===== config.mk =====
export PLATFORM = sky130hd
export DESIGN_NAME = alu_inst_timing
export DESIGN_NICKNAME = d
export VERILOG_FILES = /design/src/alu_timing_pkg.sv /design/src/alu_inst_timing.sv /design/src/opcode_form_decode.sv /design/src/cycle_countdown.sv
export SDC_FILE = /design/constraint.sdc
export NUM_CORES = 1
export LEC_CHECK = 0
export ABC_AREA = 0
export BUFFER_PORTS_ARGS = -buffer_cell sky130_fd_sc_hd__buf_4
export CORE_MARGIN = 3
export CORE_UTILIZATION = 40
export CTS_CLUSTER_SIZE = 10
export DETAILED_ROUTE_END_ITERATION = 7
export PLACE_DENSITY = 0.66
export SLEW_MARGIN = 5
export SYNTH_ARGS = -nofsm -noshare
export SYNTH_HDL_FRONTEND = slang
export SYNTH_HIERARCHICAL = 1
export SYNTH_SLANG_ARGS = --single-unit

===== constraint.sdc =====
create_clock -name I_CLK_SYS -period 2.85 [get_ports I_CLK_SYS]
set_input_delay 0.4275 -clock I_CLK_SYS [delete_from_list [all_inputs] [get_ports I_CLK_SYS]]
set_output_delay 0.4275 -clock I_CLK_SYS [all_outputs]
set_load 0.02 [all_outputs]

===== src/alu_timing_pkg.sv =====
/*
 * Package of the arithmetic and logic instruction timing block:
 * opcode values, operand forms, group codes, byte lengths and cycle counts.
 * Assumes an 8-bit opcode set in the classic accumulator-machine layout.
 */
package alu_timing_pkg;

   // ****************************************************************
   // Widths
   // ****************************************************************
   localparam int LEN_W = 2;
   localparam int CYC_W = 4;

   // ****************************************************************
   // Opcode high nibbles of the row-encoded groups
   // ****************************************************************
   localparam logic [3:0] HI_STEP_UP   = 4'h0;
   localparam logic [3:0] HI_STEP_DOWN = 4'h1;
   localparam logic [3:0] HI_SUM       = 4'h2;
   localparam logic [3:0] HI_SUMC      = 4'h3;
   localparam logic [3:0] HI_OR        = 4'h4;
   localparam logic [3:0] HI_AND       = 4'h5;
   localparam logic [3:0] HI_XOR       = 4'h6;
   localparam logic [3:0] HI_DIFF      = 4'h9;

   // ****************************************************************
   // Single opcodes
   // ****************************************************************
   localparam logic [7:0] OP_ZERO_ACC   = 8'hE4;
   localparam logic [7:0] OP_INVERT_ACC = 8'hF4;
   localparam logic [7:0] OP_ROT_LEFT   = 8'h23;
   localparam logic [7:0] OP_ROT_LEFT_C = 8'h33;
   localparam logic [7:0] OP_ROT_RIGHT  = 8'h03;
   localparam logic [7:0] OP_PTR_UP     = 8'hA3;
   localparam logic [7:0] OP_PRODUCT    = 8'hA4;
   localparam logic [7:0] OP_QUOTIENT   = 8'h84;
   localparam logic [7:0] OP_DEC_ADJ    = 8'hD4;

   // ****************************************************************
   // Low nibble form codes
   // ****************************************************************
   localparam logic [3:0] LO_DIR_ACC = 4'h2;
   localparam logic [3:0] LO_DIR_IMM = 4'h3;
   localparam logic [3:0] LO_IMM     = 4'h4;
   localparam logic [3:0] LO_DIR     = 4'h5;

   // ****************************************************************
   // Byte lengths
   // ****************************************************************
   localparam logic [LEN_W-1:0] LEN_ONE   = 2'd1;
   localparam logic [LEN_W-1:0] LEN_TWO   = 2'd2;
   localparam logic [LEN_W-1:0] LEN_THREE = 2'd3;

   // ****************************************************************
   // Machine cycle counts
   // ****************************************************************
   localparam logic [CYC_W-1:0] CYC_ONE      = 4'h1;
   localparam logic [CYC_W-1:0] CYC_TWO      = 4'h2;
   localparam logic [CYC_W-1:0] CYC_PTR_UP   = 4'h3;
   localparam logic [CYC_W-1:0] CYC_PRODUCT  = 4'h3;
   localparam logic [CYC_W-1:0] CYC_QUOTIENT = 4'hA;

   // ****************************************************************
   // Types
   // ****************************************************************
   typedef enum logic [2:0] {
      FORM_NONE, FORM_DIR_ACC, FORM_DIR_IMM, FORM_IMM, FORM_DIR, FORM_IND, FORM_REG
   } form_type;

   typedef enum logic [3:0] {
      GRP_NONE, GRP_SUM, GRP_SUMC, GRP_DIFF, GRP_STEP_UP, GRP_STEP_DOWN,
      GRP_AND, GRP_OR, GRP_XOR, GRP_ACC_UNARY, GRP_PTR_STEP,
      GRP_PRODUCT, GRP_QUOTIENT, GRP_DEC_ADJ
   } group_type;

   typedef enum logic {ST_IDLE, ST_EXEC} state_type;

endpackage : alu_timing_pkg


===== src/alu_inst_timing.sv =====
/*
 * Decode and timing control for the arithmetic and logic instruction group.
 * Takes one opcode per handshake, reports its encoded length, its cycle
 * count and its group, and holds busy for exactly that many cycles.
 * Assumes the fetch unit presents a whole opcode synchronous to I_CLK_SYS.
 */
// Functional notes
// - Plain sum: one cycle; register, indirect one byte; direct, immediate two.
// - Sum with carry: one cycle; register, indirect one byte; else two.
// - Difference with borrow: one cycle; register, indirect one byte; else two.
// - AND to accumulator: reg/ind 1B1C, direct 2B2C, immediate 2B1C.
// - AND to direct byte: two cycles; accumulator source 2B, immediate 3B.
// - OR to accumulator: reg/ind 1B1C, direct 2B2C, immediate 2B1C.
// - OR to direct byte: two cycles; accumulator source 2B, immediate 3B.
// - XOR to accumulator: reg/ind 1B1C, direct 2B2C, immediate 2B1C.
// - XOR to direct byte: two cycles; accumulator source 2B, immediate 3B.
// - Clear, invert, rotate left, through carry, right: one cycle each.
`timescale 1ns/10ps
`default_nettype none
module alu_inst_timing
   import alu_timing_pkg::*;
(
   input  wire logic              I_CLK_SYS,
   input  wire logic              I_ARST_N,
   input  wire logic              I_OP_VALID,
   input  wire logic [7:0]        I_OPCODE,
   output logic                   O_OP_READY,
   output logic                   O_BUSY,
   output logic                   O_DONE,
   output logic [LEN_W-1:0]       O_INST_LEN,
   output logic [CYC_W-1:0]       O_INST_CYCLES,
   output group_type              O_GROUP,
   output logic                   O_SUPPORTED
);

   // ****************************************************************
   // Declarations
   // ****************************************************************
   form_type              form;
   logic [3:0]            hi;
   logic                  accept;
   logic                  last_cycle;
   logic                  cnt_zero;
   logic                  is_single;
   logic                  is_arith;
   logic                  is_step;
   logic                  is_logic;
   logic                  supported;
   logic                  acc_dest_dir;
   logic                  short_form;
   group_type             grp_single;
   group_type             grp_row;
   group_type             grp_dec;
   logic [LEN_W-1:0]      len_dec;
   logic [CYC_W-1:0]      cyc_dec;
   logic [CYC_W-1:0]      cyc_single;
   logic [CYC_W-1:0]      cyc_logic;
   logic [LEN_W-1:0]      len_row;
   logic [CYC_W-1:0]      cyc_row;
   state_type             state_r;
   state_type             state_nxt;
   logic [LEN_W-1:0]      len_r;
   logic [CYC_W-1:0]      cyc_r;
   group_type             grp_r;
   logic                  sup_r;

   // ****************************************************************
   // Operand form and group decode
   // ****************************************************************
   opcode_form_decode u_form (
      .i_low_nibble (I_OPCODE[3:0]),
      .o_form       (form)
   );

   assign hi = I_OPCODE[7:4];

   // Whole-opcode instructions take priority over row decode
   assign grp_single = (I_OPCODE == OP_ZERO_ACC   ||
                        I_OPCODE == OP_INVERT_ACC ||
                        I_OPCODE == OP_ROT_LEFT   ||
                        I_OPCODE == OP_ROT_LEFT_C ||
                        I_OPCODE == OP_ROT_RIGHT)  ? GRP_ACC_UNARY :
                       (I_OPCODE == OP_PTR_UP)     ? GRP_PTR_STEP  :
                       (I_OPCODE == OP_PRODUCT)    ? GRP_PRODUCT   :
                       (I_OPCODE == OP_QUOTIENT)   ? GRP_QUOTIENT  :
                       (I_OPCODE == OP_DEC_ADJ)    ? GRP_DEC_ADJ   : GRP_NONE;
   assign is_single  = (grp_single != GRP_NONE);

   // Row groups: form 4..F for arithmetic and steps, 2..F for logic
   assign short_form = (form == FORM_IMM) || (form == FORM_DIR) ||
                       (form == FORM_IND) || (form == FORM_REG);
   assign is_arith   = short_form && (hi == HI_SUM || hi == HI_SUMC || hi == HI_DIFF);
   assign is_step    = short_form && (hi == HI_STEP_UP || hi == HI_STEP_DOWN);
   assign is_logic   = (form != FORM_NONE) && (hi == HI_OR || hi == HI_AND || hi == HI_XOR);
   assign supported  = is_single || is_arith || is_step || is_logic;

   assign grp_row = (hi == HI_SUM)       ? GRP_SUM       :
                    (hi == HI_SUMC)      ? GRP_SUMC      :
                    (hi == HI_DIFF)      ? GRP_DIFF      :
                    (hi == HI_STEP_UP)   ? GRP_STEP_UP   :
                    (hi == HI_STEP_DOWN) ? GRP_STEP_DOWN :
                    (hi == HI_AND)       ? GRP_AND       :
                    (hi == HI_OR)        ? GRP_OR        :
                    (hi == HI_XOR)       ? GRP_XOR       : GRP_NONE;

   // ****************************************************************
   // Length and cycle selection
   // ****************************************************************
   // Single opcodes are all one byte long
   assign cyc_single = (grp_single == GRP_PTR_STEP) ? CYC_PTR_UP   :
                       (grp_single == GRP_PRODUCT)  ? CYC_PRODUCT  :
                       (grp_single == GRP_QUOTIENT) ? CYC_QUOTIENT : CYC_ONE;

   // Register and indirect forms are one byte; the step group's
   // nibble-4 slot names the accumulator rather than immediate data
   assign len_row = (form == FORM_DIR_IMM)                     ? LEN_THREE :
                    (form == FORM_REG || form == FORM_IND)     ? LEN_ONE   :
                    (is_step && form == FORM_IMM)              ? LEN_ONE   :
                                                                 LEN_TWO;

   // Logic group: direct operand or direct destination cost two cycles
   assign acc_dest_dir = (form == FORM_DIR) || (form == FORM_DIR_ACC) ||
                         (form == FORM_DIR_IMM);
   assign cyc_logic    = acc_dest_dir ? CYC_TWO : CYC_ONE;

   // Arithmetic is always single cycle; steps pay two on a direct byte
   assign cyc_row = is_logic                     ? cyc_logic :
                    (is_step && form == FORM_DIR) ? CYC_TWO   :
                                                    CYC_ONE;

   // Unsupported opcodes occupy one slot of one byte and are flagged
   assign grp_dec = is_single ? grp_single : (supported ? grp_row : GRP_NONE);
   assign len_dec = is_single ? LEN_ONE    : (supported ? len_row : LEN_ONE);
   assign cyc_dec = is_single ? cyc_single : (supported ? cyc_row : CYC_ONE);

   // ****************************************************************
   // Execution timing
   // ****************************************************************
   cycle_countdown #(
      .W (CYC_W)
   ) u_count (
      .i_clk    (I_CLK_SYS),
      .i_arst_n (I_ARST_N),
      .i_load   (accept),
      .i_value  (cyc_dec - CYC_W'(1)),
      .o_zero   (cnt_zero)
   );

   // Handshake: a new opcode may follow in the last busy cycle
   assign last_cycle = (state_r == ST_EXEC) && cnt_zero;
   assign O_OP_READY = (state_r == ST_IDLE) || last_cycle;
   assign accept     = I_OP_VALID && O_OP_READY;
   assign O_DONE     = last_cycle;
   assign O_BUSY     = (state_r == ST_EXEC);

   // Next state
   always_comb begin
      unique case (state_r)
         ST_IDLE: begin
            state_nxt = accept ? ST_EXEC : ST_IDLE;
         end
         ST_EXEC: begin
            state_nxt = (last_cycle && !accept) ? ST_IDLE : ST_EXEC;
         end
      endcase
   end

   // State register
   always_ff @(posedge I_CLK_SYS or negedge I_ARST_N) begin
      if (!I_ARST_N) begin
         state_r <= ST_IDLE;
      end else begin
         state_r <= state_nxt;
      end
   end

   // Decoded results captured at acceptance
   always_ff @(posedge I_CLK_SYS or negedge I_ARST_N) begin
      if (!I_ARST_N) begin
         len_r <= '0;
         cyc_r <= '0;
         grp_r <= GRP_NONE;
         sup_r <= 1'b0;
      end else if (accept) begin
         len_r <= len_dec;
         cyc_r <= cyc_dec;
         grp_r <= grp_dec;
         sup_r <= supported;
      end
   end

   assign O_INST_LEN    = len_r;
   assign O_INST_CYCLES = cyc_r;
   assign O_GROUP       = grp_r;
   assign O_SUPPORTED   = sup_r;

   // ****************************************************************
   // Assertions
   // ****************************************************************
   logic       acc_q;
   logic [3:0] run_len;

   // Cycles spent in the current instruction, for the length checks
   always_ff @(posedge I_CLK_SYS or negedge I_ARST_N) begin
      if (!I_ARST_N) begin
         acc_q   <= 1'b0;
         run_len <= '0;
      end else begin
         acc_q   <= accept;
         run_len <= accept ? 4'h1 : (O_BUSY ? run_len + 4'h1 : 4'h0);
      end
   end
endmodule // alu_inst_timing
`default_nettype wire


===== src/opcode_form_decode.sv =====
/*
 * Splits the low nibble of an opcode into its operand form.
 * Assumes the row layout: 2/3 direct destination, 4 immediate, 5 direct,
 * 6-7 indirect pointer register, 8-F bank register.
 */
`timescale 1ns/10ps
`default_nettype none
module opcode_form_decode
   import alu_timing_pkg::*;
(
   input  wire logic [3:0] i_low_nibble,
   output form_type        o_form
);

   // Form selection from the nibble value
   assign o_form = i_low_nibble[3]          ? FORM_REG     :
                   (i_low_nibble[3:1] == 3'b011) ? FORM_IND :
                   (i_low_nibble == LO_DIR)     ? FORM_DIR     :
                   (i_low_nibble == LO_IMM)     ? FORM_IMM     :
                   (i_low_nibble == LO_DIR_IMM) ? FORM_DIR_IMM :
                   (i_low_nibble == LO_DIR_ACC) ? FORM_DIR_ACC : FORM_NONE;

endmodule // opcode_form_decode
`default_nettype wire


===== src/cycle_countdown.sv =====
/*
 * Loadable down counter that marks the last cycle of an instruction.
 * Assumes load and the count value arrive on the same clock edge.
 */
`timescale 1ns/10ps
`default_nettype none
module cycle_countdown #(
   parameter int W = 4
) (
   input  wire logic         i_clk,
   input  wire logic         i_arst_n,
   input  wire logic         i_load,
   input  wire logic [W-1:0] i_value,
   output logic              o_zero
);

   logic [W-1:0] count_r;
   logic [W-1:0] count_nxt;

   // Load wins, otherwise count down to zero and hold
   assign count_nxt = i_load ? i_value :
                      (count_r != '0) ? count_r - W'(1) : count_r;
   assign o_zero    = (count_r == '0);

   // Counter register
   always_ff @(posedge i_clk or negedge i_arst_n) begin
      if (!i_arst_n) begin
         count_r <= '0;
      end else begin
         count_r <= count_nxt;
      end
   end

endmodule // cycle_countdown
`default_nettype wire


# Yosys cells after proc, flatten, opt, wreduce, memory -nomap -nowiden
# Index checks and enable logic that the tools add are counted.
# word_totals
ramBits,0
out_inout_bits,14
rom_bits,0
memories,0
wordCells,112
input_bits,11
regBits,16
latch_bits,0
# classes
mux,39
bitwise,1
n_shift,0
eq_ne,30
n_mul,0
n_lt_le_gt_ge,0
div_mod_pow,0
n_reduce_logical,34
add_sub_neg,2
# ops
op,count
4-bit two-way mux,21
"8-bit == test, second input constant",6
"4-bit by 3-bit == test with 1-bit output, second input constant",5
1-bit logical OR,19
2-bit two-way mux,9
"4-bit by 2-bit == test with 1-bit output, second input constant",4
"4-bit == test, second input constant",4
"8-bit by 6-bit == test with 1-bit output, second input constant",2
3-bit two-way mux,5
"3-bit by 2-bit == test with 1-bit output, second input constant",3
"3-bit == test, second input constant",3
"8-bit by 2-bit == test with 1-bit output, second input constant",1
1-bit logical AND,8
4-bit zero test,2
4-bit nonzero test,2
"4-bit by 1-bit subtractor with 4-bit output, second input constant",2
"4-bit by 1-bit == test with 1-bit output, second input constant",1
"3-bit by 1-bit == test with 1-bit output, second input constant",1
1-bit two-way mux,3
3-bit nonzero test,1
1-bit case mux with 2 select lines,1
2-bit nonzero test,1
1-bit zero test,1
1-bit NOT,1

# Logic depth before layout (Yosys ltp)
# depth
depth_word,19
depth_mapped,12
mapped_depth_nobuf,11

# Cells and area by module
# Netlist, hierarchy kept.
# by_module_without_submodules
mod,n_inst,cells_each,area_per_inst_um2
alu_inst_timing,1,103,865.8
cycle_countdown,1,23,232.7
opcode_form_decode,1,8,61.3

# Least setup slack after synthesis
# No wires, ideal clock.
# synth_path
kind,register to register
from,register u_count.count_r[0]
to,register u_count.count_r[3]
arrival_ps,2392
slack_ps,332
n_path_buf,2
period_less_slack_ps,2518
path_stages_with_launch,11
setup_time_ps,126
path_cell_list,dfrtp_1 > inv_1 > ha_1 > nor3b_4 > nand2b_1 > nand2_1 > inv_1 > buf_1 > clkbuf_1 > nor3_1 > a221o_1
# synth_between
elab_chain_cells,5
word_cells_on_any_way,9
# synth_lines
element,line_no,source
start: declaration,cycle_countdown.sv:17,logic [W-1:0] count_r;
start signal: assignment,cycle_countdown.sv:30,count_r <= count_nxt;
4-bit zero test (*),cycle_countdown.sv:23,assign o_zero = (count_r == '0);
named net cnt_zero,alu_inst_timing.sv:43,logic cnt_zero;
1-bit logical AND (*),alu_inst_timing.sv:150,assign last_cycle = (state_r == ST_EXEC) && cnt_zero;
1-bit logical OR (*),alu_inst_timing.sv:151,assign O_OP_READY = (state_r == ST_IDLE) || last_cycle;
named net O_OP_READY,alu_inst_timing.sv:27,"output logic O_OP_READY,"
1-bit logical AND (*),alu_inst_timing.sv:152,assign accept = I_OP_VALID && O_OP_READY;
named net accept,alu_inst_timing.sv:41,logic accept;
4-bit two-way mux or 2-bit nonzero test (tied branches),-,
# Mark *: on every way through the listed nets, which the timed path passes. The rest lies on a longest branch. The select of a mux whose other input is x is not followed.
# A chain may end at the register's enable or synchronous reset.

# Worst setup path in the final report
# layout_path
from,input I_OPCODE[0]
to,register u_count.count_r[3]
# layout_between
elab_chain_cells,19
word_cells_on_any_way,61
# layout_lines
element,line_no,source
start: declaration,alu_inst_timing.sv:26,"input wire logic [7:0] I_OPCODE,"
4-bit by 2-bit == test with 1-bit output,opcode_form_decode.sv:21,(i_low_nibble == LO_DIR_ACC) ? FORM_DIR_ACC : FORM_NONE;
1-bit two-way mux,opcode_form_decode.sv:21,
3-bit two-way mux,opcode_form_decode.sv:20,(i_low_nibble == LO_DIR_IMM) ? FORM_DIR_IMM :
3-bit two-way mux,opcode_form_decode.sv:19,(i_low_nibble == LO_IMM) ? FORM_IMM :
3-bit two-way mux (*),opcode_form_decode.sv:18,(i_low_nibble == LO_DIR) ? FORM_DIR :
3-bit two-way mux (*),opcode_form_decode.sv:17,(i_low_nibble[3:1] == 3'b011) ? FORM_IND :
3-bit two-way mux (*),opcode_form_decode.sv:16,assign o_form = i_low_nibble[3] ? FORM_REG :
named net form[0],alu_inst_timing.sv:39,form_type form;
(+4 left out),-,
1-bit logical AND (on tied branches),"alu_inst_timing.sv:93, alu_inst_timing.sv:92",
1-bit logical AND or 1-bit logical OR (tied branches),"alu_inst_timing.sv:128, alu_inst_timing.sv:95",
2-bit two-way mux or 1-bit logical OR (tied branches),"alu_inst_timing.sv:128, alu_inst_timing.sv:95",
2-bit two-way mux or 1-bit logical OR (tied branches),"alu_inst_timing.sv:127, alu_inst_timing.sv:95",
2-bit two-way mux (*),alu_inst_timing.sv:134,assign cyc_dec = is_single ? cyc_single : (supported ? cyc_row : CYC_ONE);
4-bit two-way mux (*),alu_inst_timing.sv:134,
4-bit by 1-bit subtractor with 4-bit output (*),alu_inst_timing.sv:145,".i_value (cyc_dec - CYC_W'(1)),"
4-bit two-way mux (*),cycle_countdown.sv:21,assign count_nxt = i_load ? i_value :
# Mark *: on every way through the listed nets, which the timed path passes. The rest lies on a longest branch.

==> metrics.md <==
| Metric | Value |
|---|---|
| Vias in the first global route | 958 |
| Worst min-delay path category | in -> reg |
| CP Class | in -> reg |
| Crit end category | flop |
| Synthesized area per cell | 8.656 sq um |
| Pwr dens | 831.3 nW/um^2 |
| Initial core utilization | 44.40% |
| Post-Syn Area | 1160 sq um |
| Post-route minimum period | 2.411 ns |
| Final Cycle Share | 84.58% |
| Total track usage | 14.66% |
| CTS root buf | clkbuf_4 |
| DRC Markers | 0 |
| Startpoint Class | input pin |
| Leakage | 0.6164 nW |
| Post-route cell area | 1378 sq um |
| Max Slew Vio Count | 0 |
| # rows | 18 |
| Total core area | 2613 sq um |
| CP Capture Point | u_count/count_r[3] |
| FMAX | 414.8 MHz |
| Pre-CTS setup slack | 0.1515 ns |
| Sequential area share after synthesis | 32.36% |
| Total CTS buffers | 3 |
| Top post-synthesis cells by area | dfrtp_1 (32%), nand2_1 (3.6%), nand2b_1 (3.2%) |
| PortBufs | 23 |
| Crit-path max FO | 9 |
| Worst path required time | 3.02 ns |
| Area grow syn2layout | 18.77% |
| Average wire per standard cell | 13.58 microns |
| DIE HEIGHT | 59.85 microns |
| Top post-synthesis cells by count | dfrtp_1 (15), nand2_1 (11), a21oi_1 (7), inv_1 (7), nor2_1 (7) |
| R2R Setup Slk | 0.51 ns |
| Post-synth cell types | 56 |
| Dpl hpwl | 1938 microns |
| Final Util | 52.73% |
| Synth warnings | 6 |
| DRT Pass-1 Iters | 4 |
| Clk pin slew, worst setup/hold paths | 0.08 ns |
| Cells after synthesis | 134 |
| Worst endpoint data arrival time | 2.58 ns |
| DP Cell Count | 180 |
| GP Congestion | 0.7981 |
| First-pass GRT wire length | 4098 microns |
| Routed vias | 1052 |
| Largest net degree at the start of global routing | 16 |
| Layout cell share with drive strength beyond 1 | 27.10% |
| Post-synth ARST share | 100.0% |
| Initial antenna violation count | 0 |
| Placed standard-cell area | 1340 sq um |
| Postcts setup bufs | 0 |
| Max Clock Skew | 0.0007150 ns |
| Status | complete, no violations |
| Min-Delay Path Depth | 2 |
| Worst R2R Start | u_count/count_r[0] |
| Net count after synthesis | 147 |
| DRT iter0 DRCs | 27 |
| Post-synth top area share | 32.36% |
| Routed WL | 2512 microns |
| H-Tree Depth | 1 |
| Critical Path Start | I_OPCODE[0] |
| Most common flop cell mapped by yosys | dfrtp_1 |
| Die X | 59.85 microns |
| Max_cap viols | 0 |
| Hold Vio Cnt, Final | 0 |
| N_diodes | 0 |
| Reg-to-Reg End | O_INST_CYCLES[0] |
| I/O pin cnt | 25 |
| #FFs+latches synth | 15 |
| CTS tree | yes |
| CTS sink count | 15 |
| Synth area leader | dfrtp_1 |
| TNS Setup | 0 ns |
| Via density | 5.686 |
| Fin nets | 169 |
| Total die area | 3582 sq um |
| EDFF count, synth | 0 |
| Final std cells w/o fill | 185 |
| Gr ovfl total | 0 |
| Clk_lat worst skew | 0.28 ns |
| ANT nets after route | 0 |
| Setup Viol. Count Final | 0 |
| CTS max path bufs | 2 |
| Cells on worst reg2reg path | 8 |
| Most numerous cell in the Yosys netlist | dfrtp_1 |
| RSZ-0062 raised after global routing | no |
| Maximum vdd drop | 0.0006484 V |
| Setup WS post-layout | 0.4393 ns |
-- state kept, by name, summed over array words and instances, names as in the netlist --
| register | count |
|---|---|
| O_INST_CYCLES | 3 |
| O_INST_LEN | 2 |
| O_SUPPORTED | 1 |
| O_GROUP | 4 |
| u_count/count_r | 4 |
| O_BUSY | 1 |
-- repair_timing --
action / CTS / global route
hold endpoints to repair: 15 / 0
gates resized for setup: 0 / 0
hold buffers: 1 / 0
-- layer usage --
| layer | track usage, % | wire length [microns] | vias to the layer above |
|---|---|---|---|
| met5 | 0 | 0 | - |
| met1 | 19.63 | 1215 | 496 |
| met3 | 4.752 | 179 | 0 |
| li1 | - | - | 525 |
| met2 | 24.54 | 1117 | 31 |
| met4 | 0 | 0 | 0 |
-- kinds of logic after synthesis --
family | share of synthesized area (%)
AOI/OAI and AO/OA | 22.44
xor gates and xnor gates | 3.021
adders and majority gates | 3.020
buffers and inverters | 6.796
DFF | 32.36
muxes | 2.805
other | 0.3233
and+or+nand+nor | 29.24
-- worst min path at each step --
stage / from / to / slack, ns
5_1_grt: I_OP_VALID / O_BUSY / 0.32
4_1_cts: I_OP_VALID / O_BUSY / 0.34
3_3_place_gp: I_ARST_N / O_BUSY / 0.29
2_1_floorplan: I_ARST_N / O_BUSY / 0.13
6_report: I_OP_VALID / O_BUSY / 0.34
3_5_place_dp: I_ARST_N / O_BUSY / 0.29
-- layout make-up --
class	count	area (sq um)
multi-input cells	102	705.7
well taps	30	37.54
fillers	255	1235
clock inverters	1	5.005
flip-flops and latches	15	375.4
repair buffers	27	205.2
inverters	7	26.28
clock buffers	3	22.52
-- report_power, final --
group	internal [mW]	switching, mW	total (mW)	leakage (nW)
sequential	0.309	0.0603	0.369	0.179
combinational	0.303	0.355	0.658	0.420
clock	0.0521	0.0660	0.118	0.0177
total	0.663	0.482	1.15	0.616
-- critical path, stage by stage --
cell,delay [ns]
buf_4,0.14
or2b_1,0.23
o22ai_2,0.36
xor2_1,0.20
nand3_1,0.09
o2bb2ai_1,0.17
a21oi_2,0.10
and2_1,0.15
ha_1,0.21
xor2_1,0.16
a221o_1,0.34
-- placed cells by master (no fill, tap or decap), types with 2 or more instances in the layout --
cell,n
xor2_1,3
mux2_2,2
nor2_1,7
and2_1,3
nand2b_4,2
o21ai_1,3
nand2b_1,6
nand2_1,11
buf_4,26
nor3_1,4
a31oi_1,4
nand3_1,3
a21oi_1,7
o2bb2ai_1,3
dfrtp_1,15
ha_1,2
inv_1,7
nor2b_1,4
o21ai_0,4
clkbuf_4,3
a22oi_1,2
-- stage by stage --
step,hold WS (ns),power (mW)
finish,0.3436,1.145
global route,0.3174,1.237
CTS,0.3369,1.156
detailed placement,0.2906,1.033
global placement,0.2872,1.024
floorplan,0.1319,0.8092
Note: power is estimated with default switching activity, not from simulation.
